--- src/rtl/cmp_ctrl_pkg.sv ---
/*
 * constants for the comparator mode and input-select control block.
 * assumes an 8-bit special-function register bus clocked by the system clock.
 */
package cmp_ctrl_pkg;
	localparam logic [7:0] MODE_CTRL_ADDR   = 8'h9d;
	localparam logic [7:0] INPUT_SEL_ADDR   = 8'h9f;
	localparam int         RISE_IE_BIT      = 5;
	localparam int         FALL_IE_BIT      = 4;
	localparam logic [1:0] MODE_RESET       = 2'h2;
	localparam logic [2:0] POS_SEL_RESET    = 3'h0;
	localparam logic [2:0] NEG_SEL_RESET    = 3'h0;
	localparam int         POS_SEL_LSB      = 4;
	localparam int         NEG_SEL_LSB      = 0;
	localparam int         MODE_LSB         = 0;
	localparam logic       IE_RESET         = 1'b0;
	localparam logic       LEVEL_RESET      = 1'b0;
	localparam logic [7:0] RDATA_RESET      = 8'h00;
	localparam int         SYNC_STAGES      = 2;
	typedef enum logic [1:0] {
		MODE_FAST,
		MODE_MID,
		MODE_SLOW
	} resp_mode_e;
endpackage : cmp_ctrl_pkg

--- src/rtl/cmp_sync.sv ---
/*
 * two-flop synchroniser for the asynchronous comparator output.
 * assumes a single clock domain and an asynchronous active-high reset.
 */
`timescale 1ns/10ps
`default_nettype none
module cmp_sync (
	input  wire logic core_clk_in,
	input  wire logic sys_rst_in,
	input  wire logic async_in,
	output var  logic sync_out
);
	logic meta_q;

	// first stage feeds only the second stage
	always_ff @(posedge core_clk_in or posedge sys_rst_in) begin
		if (sys_rst_in) begin
			meta_q   <= 1'b0;
			sync_out <= 1'b0;
		end else begin
			meta_q   <= async_in;
			sync_out <= meta_q;
		end
	end
endmodule : cmp_sync
`default_nettype wire

--- src/rtl/cmp_ctrl.sv ---
/*
 * comparator control: mode register, input-select register, edge interrupts.
 * assumes a single-cycle sfr bus with write strobe and read strobe on core_clk_in,
 * and an analog comparator output that is asynchronous to the clock.
 */
// Notes on behaviour
// bit 5 of the mode register enables an interrupt on a rising comparator edge.
// bit 4 of the mode register enables an interrupt on a falling comparator edge.
// bits 1:0 pick fast (00), middle (01) or slow low-power (10, 11) response mode.
// bits 7:6 and 3:2 of the mode register read as zero and ignore writes.
// a three-bit field routes the chosen pin to the comparator positive input.
// a three-bit field routes the chosen pin to the comparator negative input.
// software should set each selected pin as an analog input.
// software should have the crossbar skip each selected pin.
// reset clears both edge enables and sets the mode field to 10.
`timescale 1ns/10ps
`default_nettype none
module cmp_ctrl
	import cmp_ctrl_pkg::*;
(
	input  wire logic       core_clk_in,
	input  wire logic       sys_rst_in,
	input  wire logic [7:0] sfr_addr_in,
	input  wire logic [7:0] sfr_wdata_in,
	input  wire logic       sfr_wr_in,
	input  wire logic       sfr_rd_in,
	output var  logic [7:0] sfr_rdata_out,
	input  wire logic       cmp_async_in,
	output var  logic       cmp_level_out,
	output var  logic       rise_irq_out,
	output var  logic       fall_irq_out,
	output var  logic [1:0] resp_mode_out,
	output var  logic [2:0] pos_sel_out,
	output var  logic [2:0] neg_sel_out
);
	logic       rise_ie_q;
	logic       fall_ie_q;
	logic [1:0] mode_q;
	logic [2:0] pos_sel_q;
	logic [2:0] neg_sel_q;
	logic       cmp_synced;
	logic       cmp_prev_q;
	logic       mode_wr;
	logic       sel_wr;
	logic       rise_seen;
	logic       fall_seen;
	logic [7:0] rdata_d;
	resp_mode_e mode_dec;

	// software view of the mode register
	function automatic logic [7:0] mode_image(input logic r, input logic f,
		input logic [1:0] m);
		mode_image = {2'h0, r, f, 2'h0, m};
	endfunction : mode_image

	function automatic logic [7:0] sel_image(input logic [2:0] p, input logic [2:0] n);
		sel_image = {1'b0, p, 1'b0, n};
	endfunction : sel_image

	// both register writes go through the same decode; reads use a case on the address
	function automatic logic reg_hit(input logic strobe, input logic [7:0] addr,
		input logic [7:0] target);
		reg_hit = strobe && (addr == target);
	endfunction : reg_hit

	// 11 folds onto the slowest mode, as 10 does
	function automatic resp_mode_e mode_of(input logic [1:0] code);
		case (code)
			2'h0:    mode_of = MODE_FAST;
			2'h1:    mode_of = MODE_MID;
			default: mode_of = MODE_SLOW;
		endcase
	endfunction : mode_of

	function automatic logic [1:0] mode_code(input resp_mode_e m);
		case (m)
			MODE_FAST: mode_code = 2'h0;
			MODE_MID:  mode_code = 2'h1;
			default:   mode_code = 2'h2;
		endcase
	endfunction : mode_code

	cmp_sync u_sync (
		.core_clk_in (core_clk_in),
		.sys_rst_in  (sys_rst_in),
		.async_in    (cmp_async_in),
		.sync_out    (cmp_synced)
	);

	assign mode_wr = reg_hit(sfr_wr_in, sfr_addr_in, MODE_CTRL_ADDR);
	assign sel_wr  = reg_hit(sfr_wr_in, sfr_addr_in, INPUT_SEL_ADDR);

	// edges before the enables; both flops reset low, so no edge out of reset
	assign rise_seen = cmp_synced & ~cmp_prev_q;
	assign fall_seen = ~cmp_synced & cmp_prev_q;

	always_comb begin
		mode_dec = mode_of(mode_q);
	end

	// unmapped addresses read zero
	always_comb begin
		case (sfr_addr_in)
			MODE_CTRL_ADDR: rdata_d = mode_image(rise_ie_q, fall_ie_q, mode_q);
			INPUT_SEL_ADDR: rdata_d = sel_image(pos_sel_q, neg_sel_q);
			default:        rdata_d = 8'h00;
		endcase
	end

	// enables and mode change only on a write that hits the mode register
	always_ff @(posedge core_clk_in or posedge sys_rst_in) begin
		if (sys_rst_in) begin
			rise_ie_q <= IE_RESET;
		end else if (mode_wr) begin
			rise_ie_q <= sfr_wdata_in[RISE_IE_BIT];
		end
	end

	always_ff @(posedge core_clk_in or posedge sys_rst_in) begin
		if (sys_rst_in) begin
			fall_ie_q <= IE_RESET;
		end else if (mode_wr) begin
			fall_ie_q <= sfr_wdata_in[FALL_IE_BIT];
		end
	end

	// spare bits 7:6 and 3:2 have no storage at all
	always_ff @(posedge core_clk_in or posedge sys_rst_in) begin
		if (sys_rst_in) begin
			mode_q <= MODE_RESET;
		end else if (mode_wr) begin
			mode_q <= sfr_wdata_in[MODE_LSB +: 2];
		end
	end

	// input-select register sits at an address of our own choosing
	always_ff @(posedge core_clk_in or posedge sys_rst_in) begin
		if (sys_rst_in) begin
			pos_sel_q <= POS_SEL_RESET;
		end else if (sel_wr) begin
			pos_sel_q <= sfr_wdata_in[POS_SEL_LSB +: 3];
		end
	end

	always_ff @(posedge core_clk_in or posedge sys_rst_in) begin
		if (sys_rst_in) begin
			neg_sel_q <= NEG_SEL_RESET;
		end else if (sel_wr) begin
			neg_sel_q <= sfr_wdata_in[NEG_SEL_LSB +: 3];
		end
	end

	// read data held until the next read strobe
	always_ff @(posedge core_clk_in or posedge sys_rst_in) begin
		if (sys_rst_in) begin
			sfr_rdata_out <= RDATA_RESET;
		end else if (sfr_rd_in) begin
			sfr_rdata_out <= rdata_d;
		end
	end

	// registered so decode glitches never reach the analog side
	always_ff @(posedge core_clk_in or posedge sys_rst_in) begin
		if (sys_rst_in) begin
			resp_mode_out <= MODE_RESET;
		end else begin
			resp_mode_out <= mode_code(mode_dec);
		end
	end

	// pin routing trusts software to have set the pins analog
	always_ff @(posedge core_clk_in or posedge sys_rst_in) begin
		if (sys_rst_in) begin
			pos_sel_out <= POS_SEL_RESET;
		end else begin
			pos_sel_out <= pos_sel_q;
		end
	end

	always_ff @(posedge core_clk_in or posedge sys_rst_in) begin
		if (sys_rst_in) begin
			neg_sel_out <= NEG_SEL_RESET;
		end else begin
			neg_sel_out <= neg_sel_q;
		end
	end

	// previous synchronised level for the edge compare
	always_ff @(posedge core_clk_in or posedge sys_rst_in) begin
		if (sys_rst_in) begin
			cmp_prev_q <= LEVEL_RESET;
		end else begin
			cmp_prev_q <= cmp_synced;
		end
	end

	always_ff @(posedge core_clk_in or posedge sys_rst_in) begin
		if (sys_rst_in) begin
			cmp_level_out <= LEVEL_RESET;
		end else begin
			cmp_level_out <= cmp_synced;
		end
	end

	// one-cycle pulses; any sticky flag lives elsewhere
	always_ff @(posedge core_clk_in or posedge sys_rst_in) begin
		if (sys_rst_in) begin
			rise_irq_out <= 1'b0;
		end else begin
			rise_irq_out <= rise_ie_q & rise_seen;
		end
	end

	always_ff @(posedge core_clk_in or posedge sys_rst_in) begin
		if (sys_rst_in) begin
			fall_irq_out <= 1'b0;
		end else begin
			fall_irq_out <= fall_ie_q & fall_seen;
		end
	end
endmodule : cmp_ctrl
`default_nettype wire

--- config.mk ---
export PLATFORM = sky130hd
export DESIGN_NAME = cmp_ctrl
export DESIGN_NICKNAME = d
export VERILOG_FILES = /design/src/rtl/cmp_ctrl_pkg.sv /design/src/rtl/cmp_sync.sv /design/src/rtl/cmp_ctrl.sv
export SDC_FILE = /design/constraint.sdc
export NUM_CORES = 1
export LEC_CHECK = 0
export BUFFER_PORTS_ARGS = -buffer_cell sky130_fd_sc_hd__buf_2
export CAP_MARGIN = 30
export CORE_MARGIN = 3
export CORE_UTILIZATION = 45
export CTS_CLUSTER_SIZE = 20
export DETAILED_ROUTE_END_ITERATION = 8
export HOLD_SLACK_MARGIN = 0.06
export PLACE_DENSITY_LB_ADDON = 0.05
export SLEW_MARGIN = 5
export SYNTH_ARGS = -nofsm -noshare
export SYNTH_HDL_FRONTEND = slang
export SYNTH_HIERARCHICAL = 1
export SYNTH_SLANG_ARGS = --single-unit
--- constraint.sdc ---
create_clock -name core_clk_in -period 1.51 [get_ports core_clk_in]
set_input_delay 0.151 -clock core_clk_in [delete_from_list [all_inputs] [get_ports core_clk_in]]
set_output_delay 0.151 -clock core_clk_in [all_outputs]
set_load 0.05 [all_outputs]
==> qor.log, run 1 <==
[pwr] internal power consumption 1140 uW
[synthesis] number of standard cells after synthesis 75
[floorplan] width of the die 56.5 um
[setup_path] start-to-end type of the worst setup path reg -> out
[pwr] switching share of total power 24.1%
[setup_path] reg-to-reg setup timing slack 0.45 ns
[clocking] number of resized instances in the post-cts repair step 0
[setup_path] reg2reg end sfr_rdata_out[1]
[setup_path] slowest stage cell, crit path sky130_fd_sc_hd__dfstp_2
[clocking] Post-CTS Setup Bufs 0
[clocking] clock net sink count 29
[pwr] combinational cell fraction of total power 11.2%
[job] max-cap violation count 0
[pwr] Leakage Power 0.000846 uW
[pwr] power density over the cells 1020 nW/um2
[timing] Final Hold Vio Count 0
[setup_path] Worst Reg2Reg Path Length in Cells 3
[finish] area added between synthesis and finish 28.5%
[setup_path] Crit path largest cell delay 0.52 ns
[clocking] total CTS buffers 5
[grt] first-pass GRT wire length 3.31 mm
[setup_path] family of cells with the greatest summed delay on the critical path flip-flops
[timing] shortest period the worst path allows 1.23 ns
[placed_design] Detail Placement HPWL 1.50 mm
[floorplan] top-level port count 40
[grt] overflow left after global routing 0
[grt] global-route usage over all layers 14.0%
[finish] ratio of cells with drive above 1 in the final layout 54.5%
[run_status] result of the run finished, final reports clean
[floorplan] effective utilization at floorplan 49.4%
[routing] number of nets with antenna violations after routing 0
[synthesis] number of storage elements in the synthesis netlist 29
[clocking] clock root buffer sky130_fd_sc_hd__clkbuf_4
[timing] unrepaired setup endpoints after global routing no
[clocking] clock tree buffer depth 2
[clocking] worst-skew pair later-pin latency 0.31 ns
[setup_path] number of cells on the critical path 1
[routing] Initial DRT Pass Iterations 3
[setup_path] timing endpoint of the critical path resp_mode_out[1]
[grt] largest net degree at the start of global routing 28
[routing] post-route DRC violation count 0
[pwr] IR drop worst, VDD 0.000747 V
[setup_path] CP Launch Point resp_mode_out[1]
[floorplan] standard-cell rows 17
[synthesis] post-synthesis sequential area ratio 63.5%
[setup_path] number of buffer and inverter stages on the critical path 1
[synthesis] Ys Warns 6
[timing] max-slew violations 0
[timing] number of failing setup endpoints in the final timing report 0
[setup_path] largest fanout on the critical path 1
[placed_design] Worst Setup Slack post-DPL 0.0572 ns
[routing] Total Routed Length 2.02 mm
[timing] worst clock skew 0.00964 ns
[timing] post-route setup slack 0.279 ns
[routing] average wire length per cell after detail routing 13.4 um
[floorplan] area enclosed by the die boundary 3190 um2
[finish] fill cell count 187
[placed_design] final weighted congestion in routability-driven placement 0.707
[setup_path] critical path endpoint category primary output
[setup_path] reg2reg start mode_q[1]
[routing] Initial DRC Count 5
[finish] Post-layout nets 143
[finish] antenna fix cells 0
[pwr] Clk network pwr share 34.1%
[timing] Highest Clock Rate 0.813 GHz
[setup_path] CP Data Required Time 1.36 ns
[placed_design] IO Port Bufs 35
[synthesis] number of distinct library cells after synthesis 20
[setup_path] kind of launch point of the worst setup path register
[routing] Avg Vias per Cell 4.75
[finish] utilization after layout 63.5%
[pwr] part of the power in registers 54.8%
[synthesis] Avg Synthesized Cell Area 15.3 um2
[grt] number of antenna violations at the first check in global routing 0
[hold_path] worst hold path class in -> reg
[timing] Final period util 81.5%
[routing] total number of vias 717
[floorplan] core box area 2320 um2
[synthesis] post-synth design cell area 1150 um2
[clocking] clock transition at the registers of the reported paths 0.08 ns
[clocking] depth of the CTS H-tree 2
[grt] vias in the first global route 717
[timing] Final TNS setup 0 ns
[floorplan] Chip Height 56.5 um
[setup_path] critical path, cell by cell buf_2
[pwr] net switching power 361 uW
[setup_path] Data arrival, critical path 1.08 ns
[clocking] clock tree from TritonCTS yes
-- power groups by stage --
| stage | sequential (uW) | combinational [uW] | clock, uW |
|---|---|---|---|
| after detailed placement | 837 | 159 | 0 |
| after floorplan | 877 | 68.4 | 0 |
| final | 821 | 168 | 511 |
| after global placement | 835 | 157 | 0 |
| after CTS | 822 | 165 | 533 |
| after global routing | 825 | 180 | 571 |
-- routing by layer --
layer | vias up | GRT usage [%] | wire [um]
li1 | 345 | - | -
met1 | 344 | 16.1 | 836
met2 | 23 | 21.8 | 997
met3 | 5 | 5.52 | 144
met4 | 0 | 8.14 | 38
met5 | - | 0 | 0
-- per-stage QoR --
step,total power (uW),instance area (um2),hold WS [ns],instances
after floorplan,945,1150,-0.108,76
after global placement,992,1350,0.00902,138
after detailed placement,997,1350,0.0142,138
after CTS,1520,1450,0.0649,149
after global routing,1580,1470,0.0639,151
final,1500,1470,0.0798,151
-- logic make-up after synthesis --
logic type | Yosys count | share of synthesized area [%]
DFF | 29 | 63.5
AOI/OAI and AO/OA | 2 | 1.75
muxes | 18 | 19.2
other | 1 | 0.327
and+or+nand+nor | 15 | 9.93
buffers and inverters | 10 | 5.24
-- synthesized netlist by cell type --
cell / number / area (um2)
sky130_fd_sc_hd__nor3_1: 4 / 20.0
sky130_fd_sc_hd__buf_6: 2 / 22.5
sky130_fd_sc_hd__dfrtp_1: 27 / 676
sky130_fd_sc_hd__or4_4: 1 / 11.3
sky130_fd_sc_hd__inv_1: 4 / 15.0
sky130_fd_sc_hd__mux2i_1: 4 / 40.0
sky130_fd_sc_hd__nand4b_4: 1 / 23.8
sky130_fd_sc_hd__mux2_4: 6 / 90.1
sky130_fd_sc_hd__dfstp_2: 2 / 52.6
sky130_fd_sc_hd__conb_1: 1 / 3.75
sky130_fd_sc_hd__buf_4: 2 / 15.0
sky130_fd_sc_hd__nor2b_1: 3 / 18.8
sky130_fd_sc_hd__nand3b_1: 1 / 7.51
sky130_fd_sc_hd__nor2_1: 2 / 7.51
sky130_fd_sc_hd__nand2_1: 1 / 3.75
sky130_fd_sc_hd__mux2_2: 8 / 90.1
sky130_fd_sc_hd__a41o_1: 2 / 20.0
sky130_fd_sc_hd__clkbuf_1: 2 / 7.51
sky130_fd_sc_hd__nor4_2: 1 / 12.5
sky130_fd_sc_hd__and3b_1: 1 / 8.76
-- placed cells by master (no fill, tap or decap), drive strengths merged --
master,count
buf,40
dfrtp,27
mux2,14
clkbuf,7
dlygate4sd3,5
inv,4
mux2i,4
nor3,4
nor2b,3
nor2,2
a41o,2
conb,2
dfstp,2
nand4b,1
nand3b,1
or4,1
nor4,1
and3b,1
nand2,1
clkinv,1
-- how the worst min path moves through the flow --
stage | endpoint | startpoint | cells past startpoint
2_1_floorplan | u_sync/meta_q | sys_rst_in | 1
3_3_place_gp | u_sync/meta_q | sys_rst_in | 2
3_5_place_dp | u_sync/meta_q | sys_rst_in | 2
4_1_cts | pos_sel_q[0] | sfr_wdata_in[4] | 2
5_1_grt | pos_sel_q[1] | sfr_wdata_in[5] | 2
6_report | mode_q[0] | sfr_wdata_in[0] | 2
-- sequential cells by signal (all words and copies together), names as in the netlist, 2 cells and up --
register and flops:
sfr_rdata_out 6, neg_sel_out 3, pos_sel_q 3, pos_sel_out 3, neg_sel_q 3, mode_q 2, resp_mode_out 2
-- what timing repair did --
| action | CTS | global route |
|---|---|---|
| endpoints found under the hold margin | 29 | 3 |
| hold buffers | 3 | 2 |
| endpoints found under the setup margin | 0 | 0 |
-- final cells by class --
type                            count  area, um2  share of cell area, %
Sequential cell                    29        728                   49.4
Multi-Input combinational cell     37        362                   24.6
Timing Repair Buffer               45        263                   17.8
Clock buffer                        7       65.1                   4.42
Tap cell                           28       35.0                   2.38
Inverter                            4       15.0                   1.02
Clock inverter                      1       5.00                  0.340
Power figures use the tool's default switching activity.
==> inputs of run 2 (changes only) <==
- CORE_UTILIZATION: 45 -> 43
- clock period: 1.51 -> 1.1 ns (I/O delays scaled with it)
==> run 2 against run 1 <==
  * The run now ends with setup timing left
  * Sequential power up 38%
  * Worst hold slack gained 0.11 ns
  * Global-route usage about the same
  * Clock power is 29% higher
  * Cell area up 4.9%
  * Combinational power rose by 52%
  * Register-to-register slack worse by 0.37 ns
  * First-iteration DRC count increased by 60%
  * Clock skew fell by 0.0014 ns
  * Setup slack worse by 0.29 ns
==> qor.log, run 2 (synthesis results as in run 1) <==
[setup_path] Data arrival, critical path 1.00 ns
[timing] Final period util 101%
[clocking] clock net sink count 29
[pwr] IR drop worst, VDD 0.00103 V
[timing] Final TNS setup -0.00649 ns
[clocking] clock tree from TritonCTS yes
[finish] antenna fix cells 0
[timing] worst clock skew 0.00829 ns
[finish] Most flops, register sfr_rdata_out
[pwr] PnR Total Power 2040 uW
[floorplan] area enclosed by the die boundary 3320 um2
[pwr] switching share of total power 25.1%
[hold_path] worst hold path class in -> async
[routing] total number of vias 728
[setup_path] number of cells on the critical path 1
[setup_path] critical path, cell by cell buf_8
[setup_path] kind of launch point of the worst setup path register
[setup_path] family of cells with the greatest summed delay on the critical path flip-flops
[routing] post-route DRC violation count 0
[run_status] result of the run finished, violations left
[setup_path] largest fanout on the critical path 1
[timing] number of failing setup endpoints in the final timing report 1
[placed_design] Worst Setup Slack post-DPL -0.289 ns
[routing] Avg Vias per Cell 4.55
[clocking] depth of the CTS H-tree 2
[floorplan] core box area 2500 um2
[timing] worst hold slack across all endpoints 0.188 ns
[floorplan] Chip Height 57.6 um
[timing] unrepaired setup endpoints after global routing yes
[clocking] worst-skew pair later-pin latency 0.32 ns
[setup_path] start-to-end type of the worst setup path reg -> out
[routing] Total Routed Length 2.11 mm
[pwr] Clk network pwr share 32.3%
[floorplan] top-level port count 40
[job] max-cap violation count 0
[pwr] net switching power 513 uW
[floorplan] width of the die 57.6 um
[finish] ratio of cells with drive above 1 in the final layout 53.1%
[clocking] clock root buffer sky130_fd_sc_hd__clkbuf_4
[grt] overflow left after global routing 0
[routing] number of nets with antenna violations after routing 0
[finish] Post-layout nets 150
[routing] Initial DRC Count 8
[placed_design] Detail Placement HPWL 1.46 mm
[setup_path] number of buffer and inverter stages on the critical path 1
[timing] post-route setup slack -0.00649 ns
[placed_design] cell count after placement 143
[clocking] clock transition at the registers of the reported paths 0.09 ns
[finish] final cell count without fillers 160
[pwr] Leakage Power 0.000874 uW
[finish] most frequent standard cell in the layout excluding fill and tap cells sky130_fd_sc_hd__buf_2
[finish] area added between synthesis and finish 34.8%
[setup_path] Worst Reg2Reg Path Length in Cells 3
[grt] number of antenna violations at the first check in global routing 0
[finish] fill cell count 198
[routing] Initial DRT Pass Iterations 2
[setup_path] CP Data Required Time 0.99 ns
[grt] global-route usage over all layers 13.9%
[setup_path] critical path endpoint category primary output
[setup_path] slowest stage cell, crit path sky130_fd_sc_hd__dfstp_2
[clocking] total CTS buffers 5
[floorplan] effective utilization at floorplan 45.8%
[floorplan] standard-cell rows 18
[timing] Highest Clock Rate 0.904 GHz
[placed_design] final weighted congestion in routability-driven placement 0.728
[pwr] part of the power in registers 55.2%
[finish] leading cell types in the layout, fill and taps excluded sky130_fd_sc_hd__buf_2, sky130_fd_sc_hd__dfrtp_1, sky130_fd_sc_hd__buf_4
[timing] Final Hold Vio Count 0
[setup_path] Crit path largest cell delay 0.54 ns
[pwr] power density over the cells 1320 nW/um2
[finish] Largest register FFs 6
[pwr] internal power consumption 1530 uW
[grt] first-pass GRT wire length 3.32 mm
[placed_design] IO Port Bufs 35
[grt] vias in the first global route 741
[run_status] failing checks setup timing
[pwr] combinational cell fraction of total power 12.5%
[routing] average wire length per cell after detail routing 13.2 um
[grt] largest net degree at the start of global routing 28
[timing] max-slew violations 0
[clocking] clock tree buffer depth 2
[timing] shortest period the worst path allows 1.11 ns
==> run 2: power by group through the flow <==
stage | registers, uW | clock network (uW) | logic, uW
after detailed placement | 1150 | 0 | 230
final | 1130 | 659 | 256
after global placement | 1150 | 0 | 227
after CTS | 1130 | 690 | 255
after global routing | 1130 | 750 | 273
after floorplan | 1200 | 0 | 93.9
==> run 2: stage by stage <==
step           cell area [um2]  util (%)
3_3_place_gp              1380      55.1
2_1_floorplan             1150         -
5_1_grt                   1550      61.8
3_5_place_dp              1380      55.1
6_report                  1550      61.8
4_1_cts                   1530      61.1
==> run 2: cell type report <==
class | count | area, um2 | share of cell area [%]
repair buffers | 52 | 340 | 22.0
multi-input cells | 37 | 365 | 23.6
inverters | 4 | 15.0 | 0.972
flip-flops and latches | 29 | 728 | 47.1
well taps | 30 | 37.5 | 2.43
clock buffers | 8 | 58.8 | 3.81
==> run 2: layer usage <==
metal / wire length (um) / track usage, % / vias up
li1: - / - / 360
met1: 960 / 17.0 / 338
met2: 967 / 21.1 / 25
met3: 136 / 6.01 / 5
met4: 48 / 6.95 / 0
met5: 0 / 0 / -
==> run 2: repair_timing <==
action / in CTS / in global routing
hold buffers: 8 / 0
hold endpoints to repair: 38 / 0
resized for setup: 3 / 4
endpoints found under the setup margin: 1 / 5
setup buffers: 0 / 1
==> run 2: final timing paths <==
check,startpoint,endpoint,slack [ns]
setup / recovery,resp_mode_out[1],resp_mode_out[1],-0.006
hold / removal,sys_rst_in,u_sync/sync_out,0.19
setup reg to reg,pos_sel_q[1],sfr_rdata_out[5],0.08
hold reg to reg,u_sync/meta_q,u_sync/sync_out,0.36
max in group asynchronous,sys_rst_in,resp_mode_out[1],0.41
min in group core_clk_in,sfr_rd_in,sfr_rdata_out[4],0.19
==> run 2: worst min-delay path: stages <==
cell and delay (ns):
sky130_fd_sc_hd__dlygate4sd3_1 0.53, sky130_fd_sc_hd__buf_2 0.12, sky130_fd_sc_hd__inv_1 0.07
==> inputs of run 3 (changes only) <==
- SYNTH_HIERARCHICAL: 1 -> default
==> run 3 against run 2 <==
  * The flow now finishes without violations
  * Maximum frequency up 1.3%
  * Synthesized cell count rose by 1.3%
  * Routed wire length fell by 1.8%
  * Flip-flop and latch count unchanged
  * Combinational power fell by 4%
  * Worst hold slack got worse by 0.059 ns
  * Largest power group unchanged
  * Power decreased by 1.1%
==> qor.log, run 3 <==
[setup_path] largest fanout on the critical path 1
[synthesis] number of distinct library cells after synthesis 20
[routing] average wire length per cell after detail routing 13.1 um
[placed_design] cell count after placement 143
[timing] Final Hold Vio Count 0
[clocking] clock tree buffer depth 2
[finish] Post-layout nets 151
[floorplan] core box area 2340 um2
[setup_path] number of buffer and inverter stages on the critical path 1
[clocking] depth of the CTS H-tree 2
[pwr] Leakage Power 0.000826 uW
[synthesis] number of storage elements in the synthesis netlist 29
[finish] most frequent standard cell in the layout excluding fill and tap cells sky130_fd_sc_hd__buf_2
[setup_path] critical path, cell by cell buf_8
[floorplan] width of the die 56.8 um
[timing] Final TNS setup 0 ns
[placed_design] Detail Placement HPWL 1.44 mm
[routing] Avg Vias per Cell 4.70
[setup_path] CP Data Required Time 0.99 ns
[routing] Initial DRC Count 16
[floorplan] Chip Height 56.8 um
[timing] max-slew violations 0
[grt] vias in the first global route 797
[routing] post-route DRC violation count 0
[synthesis] number of standard cells after synthesis 76
[timing] number of failing setup endpoints in the final timing report 0
[synthesis] Ys Warns 0
[timing] shortest period the worst path allows 1.09 ns
[grt] largest net degree at the start of global routing 30
[grt] first-pass GRT wire length 3.54 mm
[synthesis] post-synthesis sequential area ratio 65.5%
[timing] worst hold slack across all endpoints 0.129 ns
[finish] Largest register FFs 6
[setup_path] Data arrival, critical path 0.98 ns
[synthesis] share of the synthesized area in the top cell type 60.8%
[pwr] PnR Total Power 2020 uW
[clocking] clock net sink count 29
[synthesis] async set-reset flop share out of synthesis 100%
[routing] Initial DRT Pass Iterations 4
[floorplan] standard-cell rows 17
[clocking] total CTS buffers 5
[setup_path] family of cells with the greatest summed delay on the critical path flip-flops
[floorplan] top-level port count 40
[synthesis] post-synth design cell area 1110 um2
[pwr] IR drop worst, VDD 0.00101 V
[setup_path] kind of launch point of the worst setup path register
[timing] post-route setup slack 0.00786 ns
[placed_design] IO Port Bufs 35
[timing] unrepaired setup endpoints after global routing yes
[synthesis] synth top area cells sky130_fd_sc_hd__dfrtp_1, sky130_fd_sc_hd__mux2_2, sky130_fd_sc_hd__dfstp_2, sky130_fd_sc_hd__nand4_1, sky130_fd_sc_hd__nand4_4
[setup_path] critical path endpoint category primary output
[synthesis] Post-synth EDFFs 0
[synthesis] most common cell in the synthesized netlist sky130_fd_sc_hd__dfrtp_1
[placed_design] Worst Setup Slack post-DPL -0.105 ns
[finish] Multi-input gate area 347 um2
[hold_path] worst hold path class in -> reg
[finish] ratio of cells with drive above 1 in the final layout 53.4%
[synthesis] top post-synthesis cells by count sky130_fd_sc_hd__dfrtp_1, sky130_fd_sc_hd__mux2_2, sky130_fd_sc_hd__inv_1
[job] max-cap violation count 0
[pwr] power density over the cells 1310 nW/um2
[setup_path] Crit path largest cell delay 0.54 ns
[finish] leading cell types in the layout, fill and taps excluded sky130_fd_sc_hd__buf_2, sky130_fd_sc_hd__dfrtp_1, sky130_fd_sc_hd__mux2_2, sky130_fd_sc_hd__clkbuf_4, sky130_fd_sc_hd__buf_4
[grt] overflow left after global routing 0
[grt] global-route usage over all layers 14.6%
[clocking] clock root buffer sky130_fd_sc_hd__clkbuf_4
[synthesis] dominant synthesized flop cell sky130_fd_sc_hd__dfrtp_1
[finish] area added between synthesis and finish 38.2%
[synthesis] leading area contributor after synthesis sky130_fd_sc_hd__dfrtp_1
[placed_design] final weighted congestion in routability-driven placement 0.674
[finish] sequential standard cell area 728 um2
[setup_path] slowest stage cell, crit path sky130_fd_sc_hd__dfstp_2
[finish] antenna fix cells 0
[routing] total number of vias 747
[timing] worst clock skew 0.0117 ns
[finish] final cell count without fillers 159
[run_status] result of the run finished, final reports clean
[routing] Total Routed Length 2.08 mm
[grt] number of antenna violations at the first check in global routing 0
[clocking] clock tree from TritonCTS yes
[clocking] clock transition at the registers of the reported paths 0.09 ns
[setup_path] start-to-end type of the worst setup path reg -> out
[floorplan] effective utilization at floorplan 47.5%
[routing] number of nets with antenna violations after routing 0
[clocking] worst-skew pair later-pin latency 0.32 ns
[finish] Most flops, register sfr_rdata_out
[synthesis] Avg Synthesized Cell Area 14.6 um2
[timing] Highest Clock Rate 0.916 GHz
[floorplan] area enclosed by the die boundary 3230 um2
[timing] Final period util 99.3%
[finish] fill cell count 193
==> run 3: final timing paths <==
kind | from | to | slack (ns) | cells past startpoint
worst max-delay path | resp_mode_out[1] | resp_mode_out[1] | 0.008 | 1
worst min-delay path | sfr_rd_in | sfr_rdata_out[4] | 0.13 | 2
worst max register to register | mode_q[1] | sfr_rdata_out[1] | 0.12 | 3
worst min register to register | u_sync.meta_q | u_sync.sync_out | 0.36 | 0
max in group asynchronous | sys_rst_in | resp_mode_out[1] | 0.40 | 4
min in group asynchronous | sys_rst_in | sfr_rdata_out[4] | 0.39 | 4
==> run 3: cell families (layout without fill, tap and decap cells) <==
logic type	count (synthesis)	after routing	synth area share (%)
other	1	2	0.338
muxes	14	14	14.2
and+or+nand+nor	15	15	11.7
DFF	29	29	65.5
buffers and inverters	11	65	4.62
AOI/OAI and AO/OA	6	6	3.60
==> run 3: cell type report <==
cell class,count,share of cell area [%]
sequential,29,47.4
inverter,5,1.22
tap,28,2.28
timing repair buffer,52,22.7
clock buffer,8,3.83
multi-input combinational,37,22.6
==> run 3: layer usage <==
metal	track usage [%]	vias up	part of all wire, %
met5	0	-	0
met4	5.96	0	1.4
met3	5.75	4	7.2
met2	23.1	29	48
met1	17.6	350	44
li1	-	364	-
==> run 3: stage by stage <==
step                area [um2]  utilization (%)
floorplan                 1130                -
finish                    1540             65.6
detailed placement        1370             58.6
CTS                       1520             65.0
global route              1540             65.6
global placement          1370             58.6
==> run 3: power breakdown <==
| part | internal (uW) | switching, uW | total, uW |
|---|---|---|---|
| registers | 1110 | 21.1 | 1130 |
| logic | 103 | 144 | 246 |
| clock network | 315 | 330 | 645 |
==> run 3: timing repair <==
item | 4_1_cts | 5_1_grt
hold buffers | 8 | 0
resized for setup | 3 | 6
endpoints found under the hold margin | 38 | 0
endpoints found under the setup margin | 1 | 7
buffers inserted | 0 | 0
